--- src/pkg/ppi_pkg.sv ---
// Package: register map, field positions and carriers for the port pin invert and interrupt status block
// Functional notes
// - Tx invert bits 2..0 flip clock pins
// - Rx invert bits 14,13,12,10 flip data pins
// - Rx bits 4,3 flip rail inputs
// - Rx bits 2,1 flip clocks; 9..6 unused
// - Summary bit 9 from enabled latched status
// - Summary bits 8..4 from sub-block flags
// - Summary bits 3..0 from sub-block flags
// - Interrupt only when summary meets global enable
// - Live status 15 mirrors spare configuration bit
// - Live status 0 follows the synchronised update status
// - Latched 15 sets on spare bit change
// - Spare change enabled raises summary, interrupt
// - Latched 7,6 set on clock activity
// - Latched 0 sets on update done rise
// - Update done enabled raises summary, interrupt
// - Bits 1,2 unused; enables reset zero
// - Spare configuration bit readable, mirrored to live status 15
// - Tx bits 5,4,3 flip frame, rails
package ppi_pkg;

	localparam logic [7:0]  ppi_addr_ctrl4       = 8'h46;
	localparam logic [7:0]  ppi_addr_tx_invert   = 8'h4a;
	localparam logic [7:0]  ppi_addr_rx_invert   = 8'h4c;
	localparam logic [7:0]  ppi_addr_summary     = 8'h50;
	localparam logic [7:0]  ppi_addr_live        = 8'h52;
	localparam logic [7:0]  ppi_addr_latched     = 8'h54;
	localparam logic [7:0]  ppi_addr_irq_enable  = 8'h56;
	localparam logic [7:0]  ppi_addr_global_en   = 8'h58;

	localparam logic [15:0] ppi_tx_invert_mask   = 16'h003f;
	localparam logic [15:0] ppi_rx_invert_mask   = 16'h741e;
	localparam logic [15:0] ppi_ctrl4_mask       = 16'h8000;
	localparam logic [15:0] ppi_latched_mask     = 16'h80c1;
	localparam logic [15:0] ppi_irq_enable_mask  = 16'h8001;
	localparam logic [15:0] ppi_reg_reset        = 16'h0000;

	localparam int ppi_bit_spare       = 15;
	localparam int ppi_bit_rx_clk_act  = 7;
	localparam int ppi_bit_tx_clk_act  = 6;
	localparam int ppi_bit_perf_done   = 0;
	localparam int ppi_bit_port_status = 9;

	typedef struct packed {
		logic tx_frame_start_in_invert;
		logic tx_negative_rail_invert;
		logic tx_positive_rail_invert;
		logic tx_line_clock_invert;
		logic tx_clock_output_invert;
		logic tx_clock_input_invert;
	} ppi_tx_pins_type;

	typedef struct packed {
		logic rx_packet_data_invert;
		logic rx_overhead_enable_invert;
		logic rx_frame_start_out_invert;
		logic rx_serial_data_invert;
		logic rx_negative_rail_invert;
		logic rx_positive_rail_invert;
		logic rx_line_clock_invert;
		logic rx_clock_output_invert;
	} ppi_rx_pins_type;

	typedef struct packed {
		logic line_coder_summary;
		logic trail_trace_summary;
		logic far_end_alarm_summary;
		logic link_controller_summary;
		logic bit_error_tester_summary;
		logic system_fifo_summary;
		logic cell_packet_summary;
		logic convergence_layer_summary;
		logic framer_summary;
	} ppi_subblock_type;

endpackage

--- src/core/ppi_port_regs.sv ---
// Port pin invert controls, port status and interrupt summary with an Avalon-MM slave
`timescale 1ns/1ps
`default_nettype none
module ppi_port_regs #(
	parameter int PORTS = 12
) (
	input  wire logic                       ref_clk,
	input  wire logic                       reset_n,
	input  wire logic [7:0]                 avs_address,
	input  wire logic                       avs_read,
	input  wire logic                       avs_write,
	input  wire logic [15:0]                avs_writedata,
	input  wire logic [1:0]                 avs_byteenable,
	output logic      [15:0]                avs_readdata,
	output logic                            avs_waitrequest,
	input  wire logic [$clog2(PORTS)-1:0]   port_index,
	input  wire logic                       perf_update_status,
	input  wire logic                       rx_line_clock_active,
	input  wire logic                       tx_input_clock_active,
	input  wire ppi_pkg::ppi_subblock_type  subblock_flags,
	input  wire ppi_pkg::ppi_tx_pins_type   tx_pins_raw,
	input  wire ppi_pkg::ppi_rx_pins_type   rx_pins_raw,
	output ppi_pkg::ppi_tx_pins_type        tx_pins,
	output ppi_pkg::ppi_rx_pins_type        rx_pins,
	output logic                            irq_n
);

	// ----------------------------------------------------------------
	// Input synchronisers
	// ----------------------------------------------------------------
	localparam int SYNC_W = 5 + $bits(ppi_pkg::ppi_subblock_type) + 14;
	logic [SYNC_W-1:0] sync_stage1;
	logic [SYNC_W-1:0] sync_stage2;

	always_ff @(posedge ref_clk or negedge reset_n) begin
		if (!reset_n) begin
			sync_stage1 <= '0;
			sync_stage2 <= '0;
		end else begin
			sync_stage1 <= {perf_update_status, rx_line_clock_active, tx_input_clock_active, 2'b00,
				subblock_flags, tx_pins_raw, rx_pins_raw};
			sync_stage2 <= sync_stage1;
		end
	end

	logic                       perf_done;
	logic                       rx_clk_act;
	logic                       tx_clk_act;
	ppi_pkg::ppi_subblock_type  sub_s;
	ppi_pkg::ppi_tx_pins_type   tx_s;
	ppi_pkg::ppi_rx_pins_type   rx_s;
	assign perf_done  = sync_stage2[SYNC_W-1];
	assign rx_clk_act = sync_stage2[SYNC_W-2];
	assign tx_clk_act = sync_stage2[SYNC_W-3];
	assign sub_s      = sync_stage2[14 +: $bits(ppi_pkg::ppi_subblock_type)];
	assign tx_s       = sync_stage2[8 +: 6];
	assign rx_s       = sync_stage2[0 +: 8];

	// ----------------------------------------------------------------
	// Bus decode
	// ----------------------------------------------------------------
	function automatic logic [15:0] ppi_merge(input logic [15:0] old, input logic [15:0] wdata,
		input logic [1:0] be, input logic [15:0] mask);
		logic [15:0] lanes;
		lanes = {{8{be[1]}}, {8{be[0]}}};
		ppi_merge = ((old & ~lanes) | (wdata & lanes)) & mask;
	endfunction

	// Register select for the write strobes; the read mux decodes with its own case
	function automatic logic ppi_hit(input logic [7:0] addr, input logic [7:0] target);
		ppi_hit = (addr == target);
	endfunction

	logic wr_cycle;
	logic rd_cycle;
	// Write lands at the edge that completes the transfer
	assign wr_cycle = avs_write && !avs_waitrequest;
	// Read data captured while the request waits
	assign rd_cycle = avs_read && avs_waitrequest;

	// ----------------------------------------------------------------
	// Write strobes
	// ----------------------------------------------------------------
	logic wr_ctrl4;
	logic wr_tx_invert;
	logic wr_rx_invert;
	logic wr_irq_enable;
	logic wr_global_en;
	logic wr_latched;
	assign wr_ctrl4      = wr_cycle && ppi_hit(avs_address, ppi_pkg::ppi_addr_ctrl4);
	assign wr_tx_invert  = wr_cycle && ppi_hit(avs_address, ppi_pkg::ppi_addr_tx_invert);
	assign wr_rx_invert  = wr_cycle && ppi_hit(avs_address, ppi_pkg::ppi_addr_rx_invert);
	assign wr_irq_enable = wr_cycle && ppi_hit(avs_address, ppi_pkg::ppi_addr_irq_enable);
	assign wr_global_en  = wr_cycle && ppi_hit(avs_address, ppi_pkg::ppi_addr_global_en);
	assign wr_latched    = wr_cycle && ppi_hit(avs_address, ppi_pkg::ppi_addr_latched);

	// One wait state: the answer comes at the second edge of a request
	always_ff @(posedge ref_clk or negedge reset_n) begin
		if (!reset_n) begin
			avs_waitrequest <= 1'b1;
		end else if ((avs_read || avs_write) && avs_waitrequest) begin
			avs_waitrequest <= 1'b0;
		end else begin
			avs_waitrequest <= 1'b1;
		end
	end

	// ----------------------------------------------------------------
	// Control registers
	// ----------------------------------------------------------------
	logic [15:0]      ctrl4;
	logic [15:0]      tx_invert;
	logic [15:0]      rx_invert;
	logic [15:0]      irq_enable;
	logic [PORTS-1:0] global_en;

	// Spare configuration bit; read back, and mirrored to live status bit 15
	always_ff @(posedge ref_clk or negedge reset_n) begin
		if (!reset_n) begin
			ctrl4 <= ppi_pkg::ppi_reg_reset;
		end else if (wr_ctrl4) begin
			ctrl4 <= ppi_merge(ctrl4, avs_writedata, avs_byteenable, ppi_pkg::ppi_ctrl4_mask);
		end
	end

	// Transmit pin polarity
	always_ff @(posedge ref_clk or negedge reset_n) begin
		if (!reset_n) begin
			tx_invert <= ppi_pkg::ppi_reg_reset;
		end else if (wr_tx_invert) begin
			tx_invert <= ppi_merge(tx_invert, avs_writedata, avs_byteenable, ppi_pkg::ppi_tx_invert_mask);
		end
	end

	// Receive pin polarity, bits 9..6 held at zero
	always_ff @(posedge ref_clk or negedge reset_n) begin
		if (!reset_n) begin
			rx_invert <= ppi_pkg::ppi_reg_reset;
		end else if (wr_rx_invert) begin
			rx_invert <= ppi_merge(rx_invert, avs_writedata, avs_byteenable, ppi_pkg::ppi_rx_invert_mask);
		end
	end

	// Interrupt enables, bits 2..1 held at zero
	always_ff @(posedge ref_clk or negedge reset_n) begin
		if (!reset_n) begin
			irq_enable <= ppi_pkg::ppi_reg_reset;
		end else if (wr_irq_enable) begin
			irq_enable <= ppi_merge(irq_enable, avs_writedata, avs_byteenable,
				ppi_pkg::ppi_irq_enable_mask);
		end
	end

	// Per-port global interrupt enables
	always_ff @(posedge ref_clk or negedge reset_n) begin
		if (!reset_n) begin
			global_en <= '0;
		end else if (wr_global_en) begin
			global_en <= PORTS'(ppi_merge({4'h0, global_en}, avs_writedata, avs_byteenable, 16'h0fff));
		end
	end

	// ----------------------------------------------------------------
	// Live and latched status
	// ----------------------------------------------------------------
	logic [15:0] live_status;
	logic [15:0] latched;
	logic        spare_prev;
	logic        perf_prev;
	logic [15:0] latched_set;
	logic [15:0] latched_clr;

	always_comb begin
		live_status = 16'h0000;
		live_status[ppi_pkg::ppi_bit_spare]     = ctrl4[ppi_pkg::ppi_bit_spare];
		live_status[ppi_pkg::ppi_bit_perf_done] = perf_done;
	end

	// ----------------------------------------------------------------
	// Status edge history
	// ----------------------------------------------------------------
	// Previous spare level; a change either way latches
	always_ff @(posedge ref_clk or negedge reset_n) begin
		if (!reset_n) begin
			spare_prev <= 1'b0;
		end else begin
			spare_prev <= live_status[ppi_pkg::ppi_bit_spare];
		end
	end

	// Previous update level; only a rise latches
	always_ff @(posedge ref_clk or negedge reset_n) begin
		if (!reset_n) begin
			perf_prev <= 1'b0;
		end else begin
			perf_prev <= perf_done;
		end
	end

	always_comb begin
		latched_set = 16'h0000;
		latched_set[ppi_pkg::ppi_bit_spare]      = live_status[ppi_pkg::ppi_bit_spare] ^ spare_prev;
		latched_set[ppi_pkg::ppi_bit_rx_clk_act] = rx_clk_act;
		latched_set[ppi_pkg::ppi_bit_tx_clk_act] = tx_clk_act;
		latched_set[ppi_pkg::ppi_bit_perf_done]  = perf_done & ~perf_prev;
		latched_clr = 16'h0000;
		if (wr_latched) begin
			latched_clr = ppi_merge(16'h0000, avs_writedata, avs_byteenable, ppi_pkg::ppi_latched_mask);
		end
	end

	// Set wins over a simultaneous write-one clear
	always_ff @(posedge ref_clk or negedge reset_n) begin
		if (!reset_n) begin
			latched <= ppi_pkg::ppi_reg_reset;
		end else begin
			latched <= ((latched & ~latched_clr) | latched_set) & ppi_pkg::ppi_latched_mask;
		end
	end

	// ----------------------------------------------------------------
	// Interrupt summary and output
	// ----------------------------------------------------------------
	logic [15:0] summary;
	logic        port_flag;
	logic        port_enabled;
	// Any enabled sticky flag of this port
	assign port_flag    = |(latched & irq_enable);
	// This port's bit of the global enable
	assign port_enabled = global_en[port_index];

	always_comb begin
		summary = 16'h0000;
		summary[ppi_pkg::ppi_bit_port_status] = port_flag;
		summary[8] = sub_s.line_coder_summary;
		summary[7] = sub_s.trail_trace_summary;
		summary[6] = sub_s.far_end_alarm_summary;
		summary[5] = sub_s.link_controller_summary;
		summary[4] = sub_s.bit_error_tester_summary;
		summary[3] = sub_s.system_fifo_summary;
		summary[2] = sub_s.cell_packet_summary;
		summary[1] = sub_s.convergence_layer_summary;
		summary[0] = sub_s.framer_summary;
	end

	// Summary reads live, so it drops once no enabled source remains
	always_ff @(posedge ref_clk or negedge reset_n) begin
		if (!reset_n) begin
			irq_n <= 1'b1;
		end else begin
			irq_n <= ~((|summary) & port_enabled);
		end
	end

	// ----------------------------------------------------------------
	// Transmit pin inversion
	// ----------------------------------------------------------------
	ppi_pkg::ppi_tx_pins_type next_tx_pins;
	ppi_pkg::ppi_rx_pins_type next_rx_pins;

	// One invert bit per transmit pin
	always_comb begin
		next_tx_pins                          = tx_s;
		next_tx_pins.tx_frame_start_in_invert = tx_s.tx_frame_start_in_invert ^ tx_invert[5];
		next_tx_pins.tx_negative_rail_invert  = tx_s.tx_negative_rail_invert ^ tx_invert[4];
		next_tx_pins.tx_positive_rail_invert  = tx_s.tx_positive_rail_invert ^ tx_invert[3];
		next_tx_pins.tx_line_clock_invert     = tx_s.tx_line_clock_invert ^ tx_invert[2];
		next_tx_pins.tx_clock_output_invert   = tx_s.tx_clock_output_invert ^ tx_invert[1];
		next_tx_pins.tx_clock_input_invert    = tx_s.tx_clock_input_invert ^ tx_invert[0];
	end

	always_ff @(posedge ref_clk or negedge reset_n) begin
		if (!reset_n) begin
			tx_pins <= '0;
		end else begin
			tx_pins <= next_tx_pins;
		end
	end

	// ----------------------------------------------------------------
	// Receive pin inversion
	// ----------------------------------------------------------------
	// Bits 9..6 and 0 select no pin
	always_comb begin
		next_rx_pins                           = rx_s;
		next_rx_pins.rx_packet_data_invert     = rx_s.rx_packet_data_invert ^ rx_invert[14];
		next_rx_pins.rx_overhead_enable_invert = rx_s.rx_overhead_enable_invert ^ rx_invert[13];
		next_rx_pins.rx_frame_start_out_invert = rx_s.rx_frame_start_out_invert ^ rx_invert[12];
		next_rx_pins.rx_serial_data_invert     = rx_s.rx_serial_data_invert ^ rx_invert[10];
		next_rx_pins.rx_negative_rail_invert   = rx_s.rx_negative_rail_invert ^ rx_invert[4];
		next_rx_pins.rx_positive_rail_invert   = rx_s.rx_positive_rail_invert ^ rx_invert[3];
		next_rx_pins.rx_line_clock_invert      = rx_s.rx_line_clock_invert ^ rx_invert[2];
		next_rx_pins.rx_clock_output_invert    = rx_s.rx_clock_output_invert ^ rx_invert[1];
	end

	always_ff @(posedge ref_clk or negedge reset_n) begin
		if (!reset_n) begin
			rx_pins <= '0;
		end else begin
			rx_pins <= next_rx_pins;
		end
	end

	// ----------------------------------------------------------------
	// Read data
	// ----------------------------------------------------------------
	logic [15:0] next_readdata;

	// Unmapped offsets read zero
	always_comb begin
		next_readdata = 16'h0000;
		case (avs_address)
			ppi_pkg::ppi_addr_ctrl4:      next_readdata = ctrl4;
			ppi_pkg::ppi_addr_tx_invert:  next_readdata = tx_invert;
			ppi_pkg::ppi_addr_rx_invert:  next_readdata = rx_invert;
			ppi_pkg::ppi_addr_summary:    next_readdata = summary;
			ppi_pkg::ppi_addr_live:       next_readdata = live_status;
			ppi_pkg::ppi_addr_latched:    next_readdata = latched;
			ppi_pkg::ppi_addr_irq_enable: next_readdata = irq_enable;
			ppi_pkg::ppi_addr_global_en:  next_readdata = {4'h0, 12'(global_en)};
			default:                      next_readdata = 16'h0000;
		endcase
	end

	// Held until the next read, so it stands while waitrequest is low
	always_ff @(posedge ref_clk or negedge reset_n) begin
		if (!reset_n) begin
			avs_readdata <= 16'h0000;
		end else if (rd_cycle) begin
			avs_readdata <= next_readdata;
		end
	end

endmodule
`default_nettype wire

--- config.mk ---
export PLATFORM = sky130hd
export DESIGN_NAME = ppi_port_regs
export DESIGN_NICKNAME = d
export VERILOG_FILES = /design/src/pkg/ppi_pkg.sv /design/src/core/ppi_port_regs.sv
export SDC_FILE = /design/constraint.sdc
export NUM_CORES = 1
export LEC_CHECK = 0
export BUFFER_PORTS_ARGS = -buffer_cell sky130_fd_sc_hd__buf_2
export CAP_MARGIN = 40
export CORE_MARGIN = 4
export CORE_UTILIZATION = 40
export DETAILED_ROUTE_END_ITERATION = 8
export GPL_TIMING_DRIVEN = 1
export MAX_ROUTING_LAYER = met4
export SLEW_MARGIN = 20
export SYNTH_ARGS = -nofsm -noshare
export SYNTH_HDL_FRONTEND = slang
export SYNTH_SLANG_ARGS = --single-unit
--- constraint.sdc ---
create_clock -name ref_clk -period 5.2 [get_ports ref_clk]
set_clock_uncertainty 0.1 [all_clocks]
set_input_delay 0.52 -clock ref_clk [delete_from_list [all_inputs] [get_ports ref_clk]]
set_output_delay 0.52 -clock ref_clk [all_outputs]
set_load 0.02 [all_outputs]
# Word level (Yosys, flattened, before mapping)
# Cells that the tools add are included.
[totals]
ram_bits = 0
latch_bits = 0
mem_count = 0
mem_bits_ro = 0
out_inout_bits = 32
input_bits = 60
reg_bits = 119
elab_cells = 89
[classes]
eq_ne = 8
n_shift = 0
n_div = 0
add_sub_neg = 0
magnitude_cmp = 1
reduce_logical = 13
multipliers = 0
muxes = 5
n_bitwise = 35
[op_table]
columns = ["cell", "n"]
rows = [
  ["case mux 16 bit (8 select lines)", 1],
  ["AND 16 bit", 5],
  ["== test 8 x 7 -> 1 bit (second input constant)", 8],
  ["bitwise OR 16 bit", 3],
  ["NOT 16 bit", 2],
  ["OR reduction 25 bit", 1],
  ["2-to-1 mux 16 bit", 1],
  ["OR reduction 16 bit", 1],
  ["AND 15 bit", 1],
  ["bitwise OR 15 bit", 1],
  ["XOR 1 bit", 15],
  ["AND 12 bit", 1],
  ["bitwise OR 12 bit", 1],
  ["logical AND 1 bit", 9],
  ["AND 6 bit", 1],
  ["bitwise OR 6 bit", 1],
  ["< comparator 4 x 5 -> 1 bit (second input constant)", 1],
  ["binary-select mux 1 bit (select 4 bit)", 1],
  ["AND 1 bit", 2],
  ["2-to-1 mux 1 bit", 2],
  ["NOT 1 bit", 2],
  ["logical NOT 1 bit", 1],
  ["logical OR 1 bit", 1],
]

# Depth between registers and ports, before layout
[logic_depth]
word_depth = 7
mapped_depth = 6
ltp_nobuf = 4

# Least setup slack after synthesis
# OpenSTA, ideal clock, no wires.
[synth_path]
path_kind = "input to register"
start = "input port avs_address[5]"
end = "register with a tool-made name"
t_arrival_ns = 2.084
path_buffers = 0
path_stages = 4
setup_slack_ns = 2.891
setup_time_ns = 0.125
path_cell_list = "or4b_4 > nor4_4 > and2_4 > mux2_2"
[synth_lines]
columns = ["item", "line", "source"]
rows = [
  ["from (decl)", "ppi_port_regs.sv:9", "input wire logic [7:0] avs_address,"],
]

==> key figures <==
CTS
  • CTS tree: done
  • CTS Root Cell: clkbuf_8
  • Clock Sink Count: 119
  • Clk Latency, worst-skew pair: about 0.5 ns
  • Longest Clk Path Bufs: 2
  • TritonCTS buffer count: 17
  • Setup Fix Bufs, Post-CTS: 0
  • Worst-path clk slew: 0.05 ns
  • Clock H-tree levels: 4

Detailed routing
  • Drt first pass iters: 6
  • DR iter-0 viols: 217
  • Routed WL: 10070 µm
  • Routed Antenna Nets: 0
  • # DRC: 0
  • Vias per cell: 4.986
  • Routed via count: 2897
  • Wire per inst: 17.34 µm

Worst setup path
  • Worst reg-to-reg path cell count: 3
  • Worst setup SP type: primary input
  • Worst path arrival time: 2.41 ns
  • WS Path Type: primary input to flop
  • Worst R2R Setup Slack: 3.29 ns
  • Bufs and invs on worst path: 1
  • Crit path capture type: flop
  • Delay-heaviest family, CP: simple AND/OR/NAND/NOR gates
  • Required @ worst endpoint: approximately 5.5 ns
  • Crit path max fanout: 9
  • FF-to-FF Start: avs_waitrequest$_DFF_PN1_
  • Slowest CP cell: or4b_4
  • Crit path cell chain: buf_2, or4b_4, nor4_4, and2_4, mux2_2
  • Largest stage delay, worst path: 0.58 ns

STA
  • Hold slack: 0.09508 ns
  • Slew margin rel.: a little under three fifths
  • Tmin final: 2.124 ns
  • Final Hold Fails: 0
  • Max Slew Vio Count: 0
  • Slew @ Worst Pin: between 0.6 and 0.7 ns
  • RSZ-0062 raised after global routing: no
  • Fmax: ~470 MHz
  • Setup TNS Final: 0 ns
  • Final setup violation count: 0
  • Final Cycle Share: between 40% and 50%

Floorplanning
  • Die X: around 110 µm
  • Initial Util: about two fifths
  • Row count: 37
  • Die Y: 112.3 µm
  • I/O pin count: 92
  • Die area: 12620 µm²
  • Core box area: 10460 µm²

Synth
  • Synthesized Nets: 357
  • Yosys warning count: 0
  • Synthesized instance count: 297
  • Synth Cell Area: 4353 µm²
  • Seq/Total Area, Yosys: 68.47%
  • FF+latch count, synth: 119
  • Yosys top cell by area: dfrtp_1
  • Synth cell types: 44
  • Syn_area_per_cell: 14.66 µm²
  • Ranking of synthesized cells by area: dfrtp_1 67%, mux2_2 8.0%, xor2_1 3.0%
  • Yosys top cell area share: 67.26%

Global route
  • Vias in the first global route: about 3100
  • Antenna violations before repair: 0
  • First-pass GRT wire length: 16690 µm
  • Largest net degree at the start of global routing: 68
  • Tot GR Track Use: 17.67%
  • GRT Residual Overflow: 0

Layout
  • Area Overhead vs Synth: 34.18%
  • Final std cell area, no fill: 5841 µm²
  • Diodes inserted: 0
  • Share of layout cells above drive strength 1: 37.98%
  • FILL cells: between 800 and 900
  • Final #Nets: 492

Run status
  • Status: finished clean

Placed design
  • Detailed placer's ending HPWL: 7023 µm
  • GP Congestion: 0.8248
  • Area after DPL: between 4000 and 5000 µm²
  • Port Buffers: 91

Min path
  • Worst Hold Class: primary input to flop
  • Hold Path Depth: 2
  • Endpoint, Worst Hold: avs_waitrequest$_DFF_PN1_
  • Hold path start: avs_read

Pwr
  • Leakage: 2.818 nW
  • Power per Cell Area: approximately 370 nW/µm²
  • IR drop worst, VDD: around 0.26 mV

Job
  • Total of max-cap violations: 0
placed cells by master (no fill, tap or decap), types with 3 or more instances in the layout:
cell type	instances
a21o_1	3
a21oi_1	4
a222oi_1	4
a22o_1	8
a22oi_1	3
and4_1	3
buf_2	90
buf_4	3
clkbuf_16	16
clkinv_4	3
clkinvlp_4	4
dfrtp_1	117
dlygate4sd3_1	27
inv_1	3
inv_6	3
mux2_2	31
mux2i_1	5
mux4_2	3
nand2_1	24
nand3_1	6
nand3b_1	3
nand4_1	4
nor2_1	6
nor2b_1	5
o21ai_0	12
xor2_1	15
worst max-delay path by stage:
stage / depth (start not counted) / to / start / slack, ns
finish: 5 / flop / avs_address[5] / 3.08
global route: 5 / flop / avs_address[5] / 3.03
CTS: 5 / flop / avs_address[5] / 3.09
detailed placement: 5 / flop / avs_address[5] / 2.54
global placement: 5 / flop / avs_address[5] / 2.61
floorplan: 4 / flop / avs_address[5] / 2.89
layout make-up:
| cell class | instances | area, µm² | share of cell area, % |
|---|---|---|---|
| flip-flops and latches | 119 | 2980 | 51.03 |
| inverters | 3 | 11.26 | 0.1928 |
| multi-input cells | 167 | 1330 | 22.77 |
| clock inverters | 13 | 122.6 | 2.099 |
| well taps | 136 | 170.2 | 2.913 |
| clock buffers | 19 | 431.7 | 7.391 |
| repair buffers | 124 | 794.5 | 13.60 |
per-stage QoR:
stage                     instances  power (mW)  worst slack (ns)  util, %
after global placement          518       1.102             2.610    47.45
after detailed placement        519       1.105             2.545    47.49
after CTS                       578       2.202             3.088    55.37
after global routing            581       2.266             3.033    55.82
after floorplan                 297       1.036             2.891        -
final                           581       2.177             3.076    55.82
cells in the mapped netlist:
cell	instances
clkbuf_1	6
and2_4	1
a21o_1	3
o311ai_0	1
a32oi_1	1
nor3b_1	2
nor3_1	2
nand2_4	1
a22oi_1	3
buf_1	1
mux4_2	3
nand2b_1	1
nor2b_1	5
o31ai_1	2
nor4_1	2
nor4b_2	1
nor2_1	6
nor4b_1	1
a222oi_1	4
and3b_1	2
and2_1	2
nand4_1	4
a32o_1	1
mux2i_1	5
or4b_4	1
dfstp_2	2
o32ai_1	1
mux2_2	31
nor4_4	1
buf_2	1
dfrtp_1	117
a221o_2	1
a22o_1	8
o21ai_0	12
o22ai_1	1
nand3_1	6
xor2_1	15
o311a_1	1
a21oi_1	4
nand2_1	24
inv_1	3
nand3b_1	3
o41ai_1	2
and4_1	3
layer usage:
metal	global-route usage (%)	share of wire, %	vias to the layer above
met5	-	0	-
met1	23.27	45	1451
met2	26.54	49	92
li1	-	-	1350
met4	6.410	0.66	0
met3	4.690	5.9	4
what timing repair did:
| action | in CTS | in global routing |
|---|---|---|
| resized for setup | 0 | 0 |
| hold buffers | 27 | 0 |
| endpoints found under the setup margin | 0 | 0 |
| endpoints found under the hold margin | 77 | 0 |
logic make-up (layout without fill, tap and decap cells):
| kind of cell | count (synthesis) | after routing | synth area share (%) |
|---|---|---|---|
| XOR/XNOR | 15 | 15 | 3.018 |
| AND/OR/NAND/NOR | 68 | 68 | 9.198 |
| multiplexers | 39 | 39 | 10.72 |
| flip-flops | 119 | 119 | 68.47 |
| buffers and inverters | 11 | 159 | 0.9770 |
| AO/OA/AOI/OAI | 45 | 45 | 7.617 |
power breakdown:
part	leakage (nW)	switching [mW]	internal (mW)	total [mW]
combinational	1.08	0.0718	0.0566	0.128
sequential	1.48	0.0175	0.962	0.979
clock	0.261	0.420	0.649	1.07
total	2.82	0.509	1.67	2.18
No activity file was read; power rests on OpenSTA's default activity.
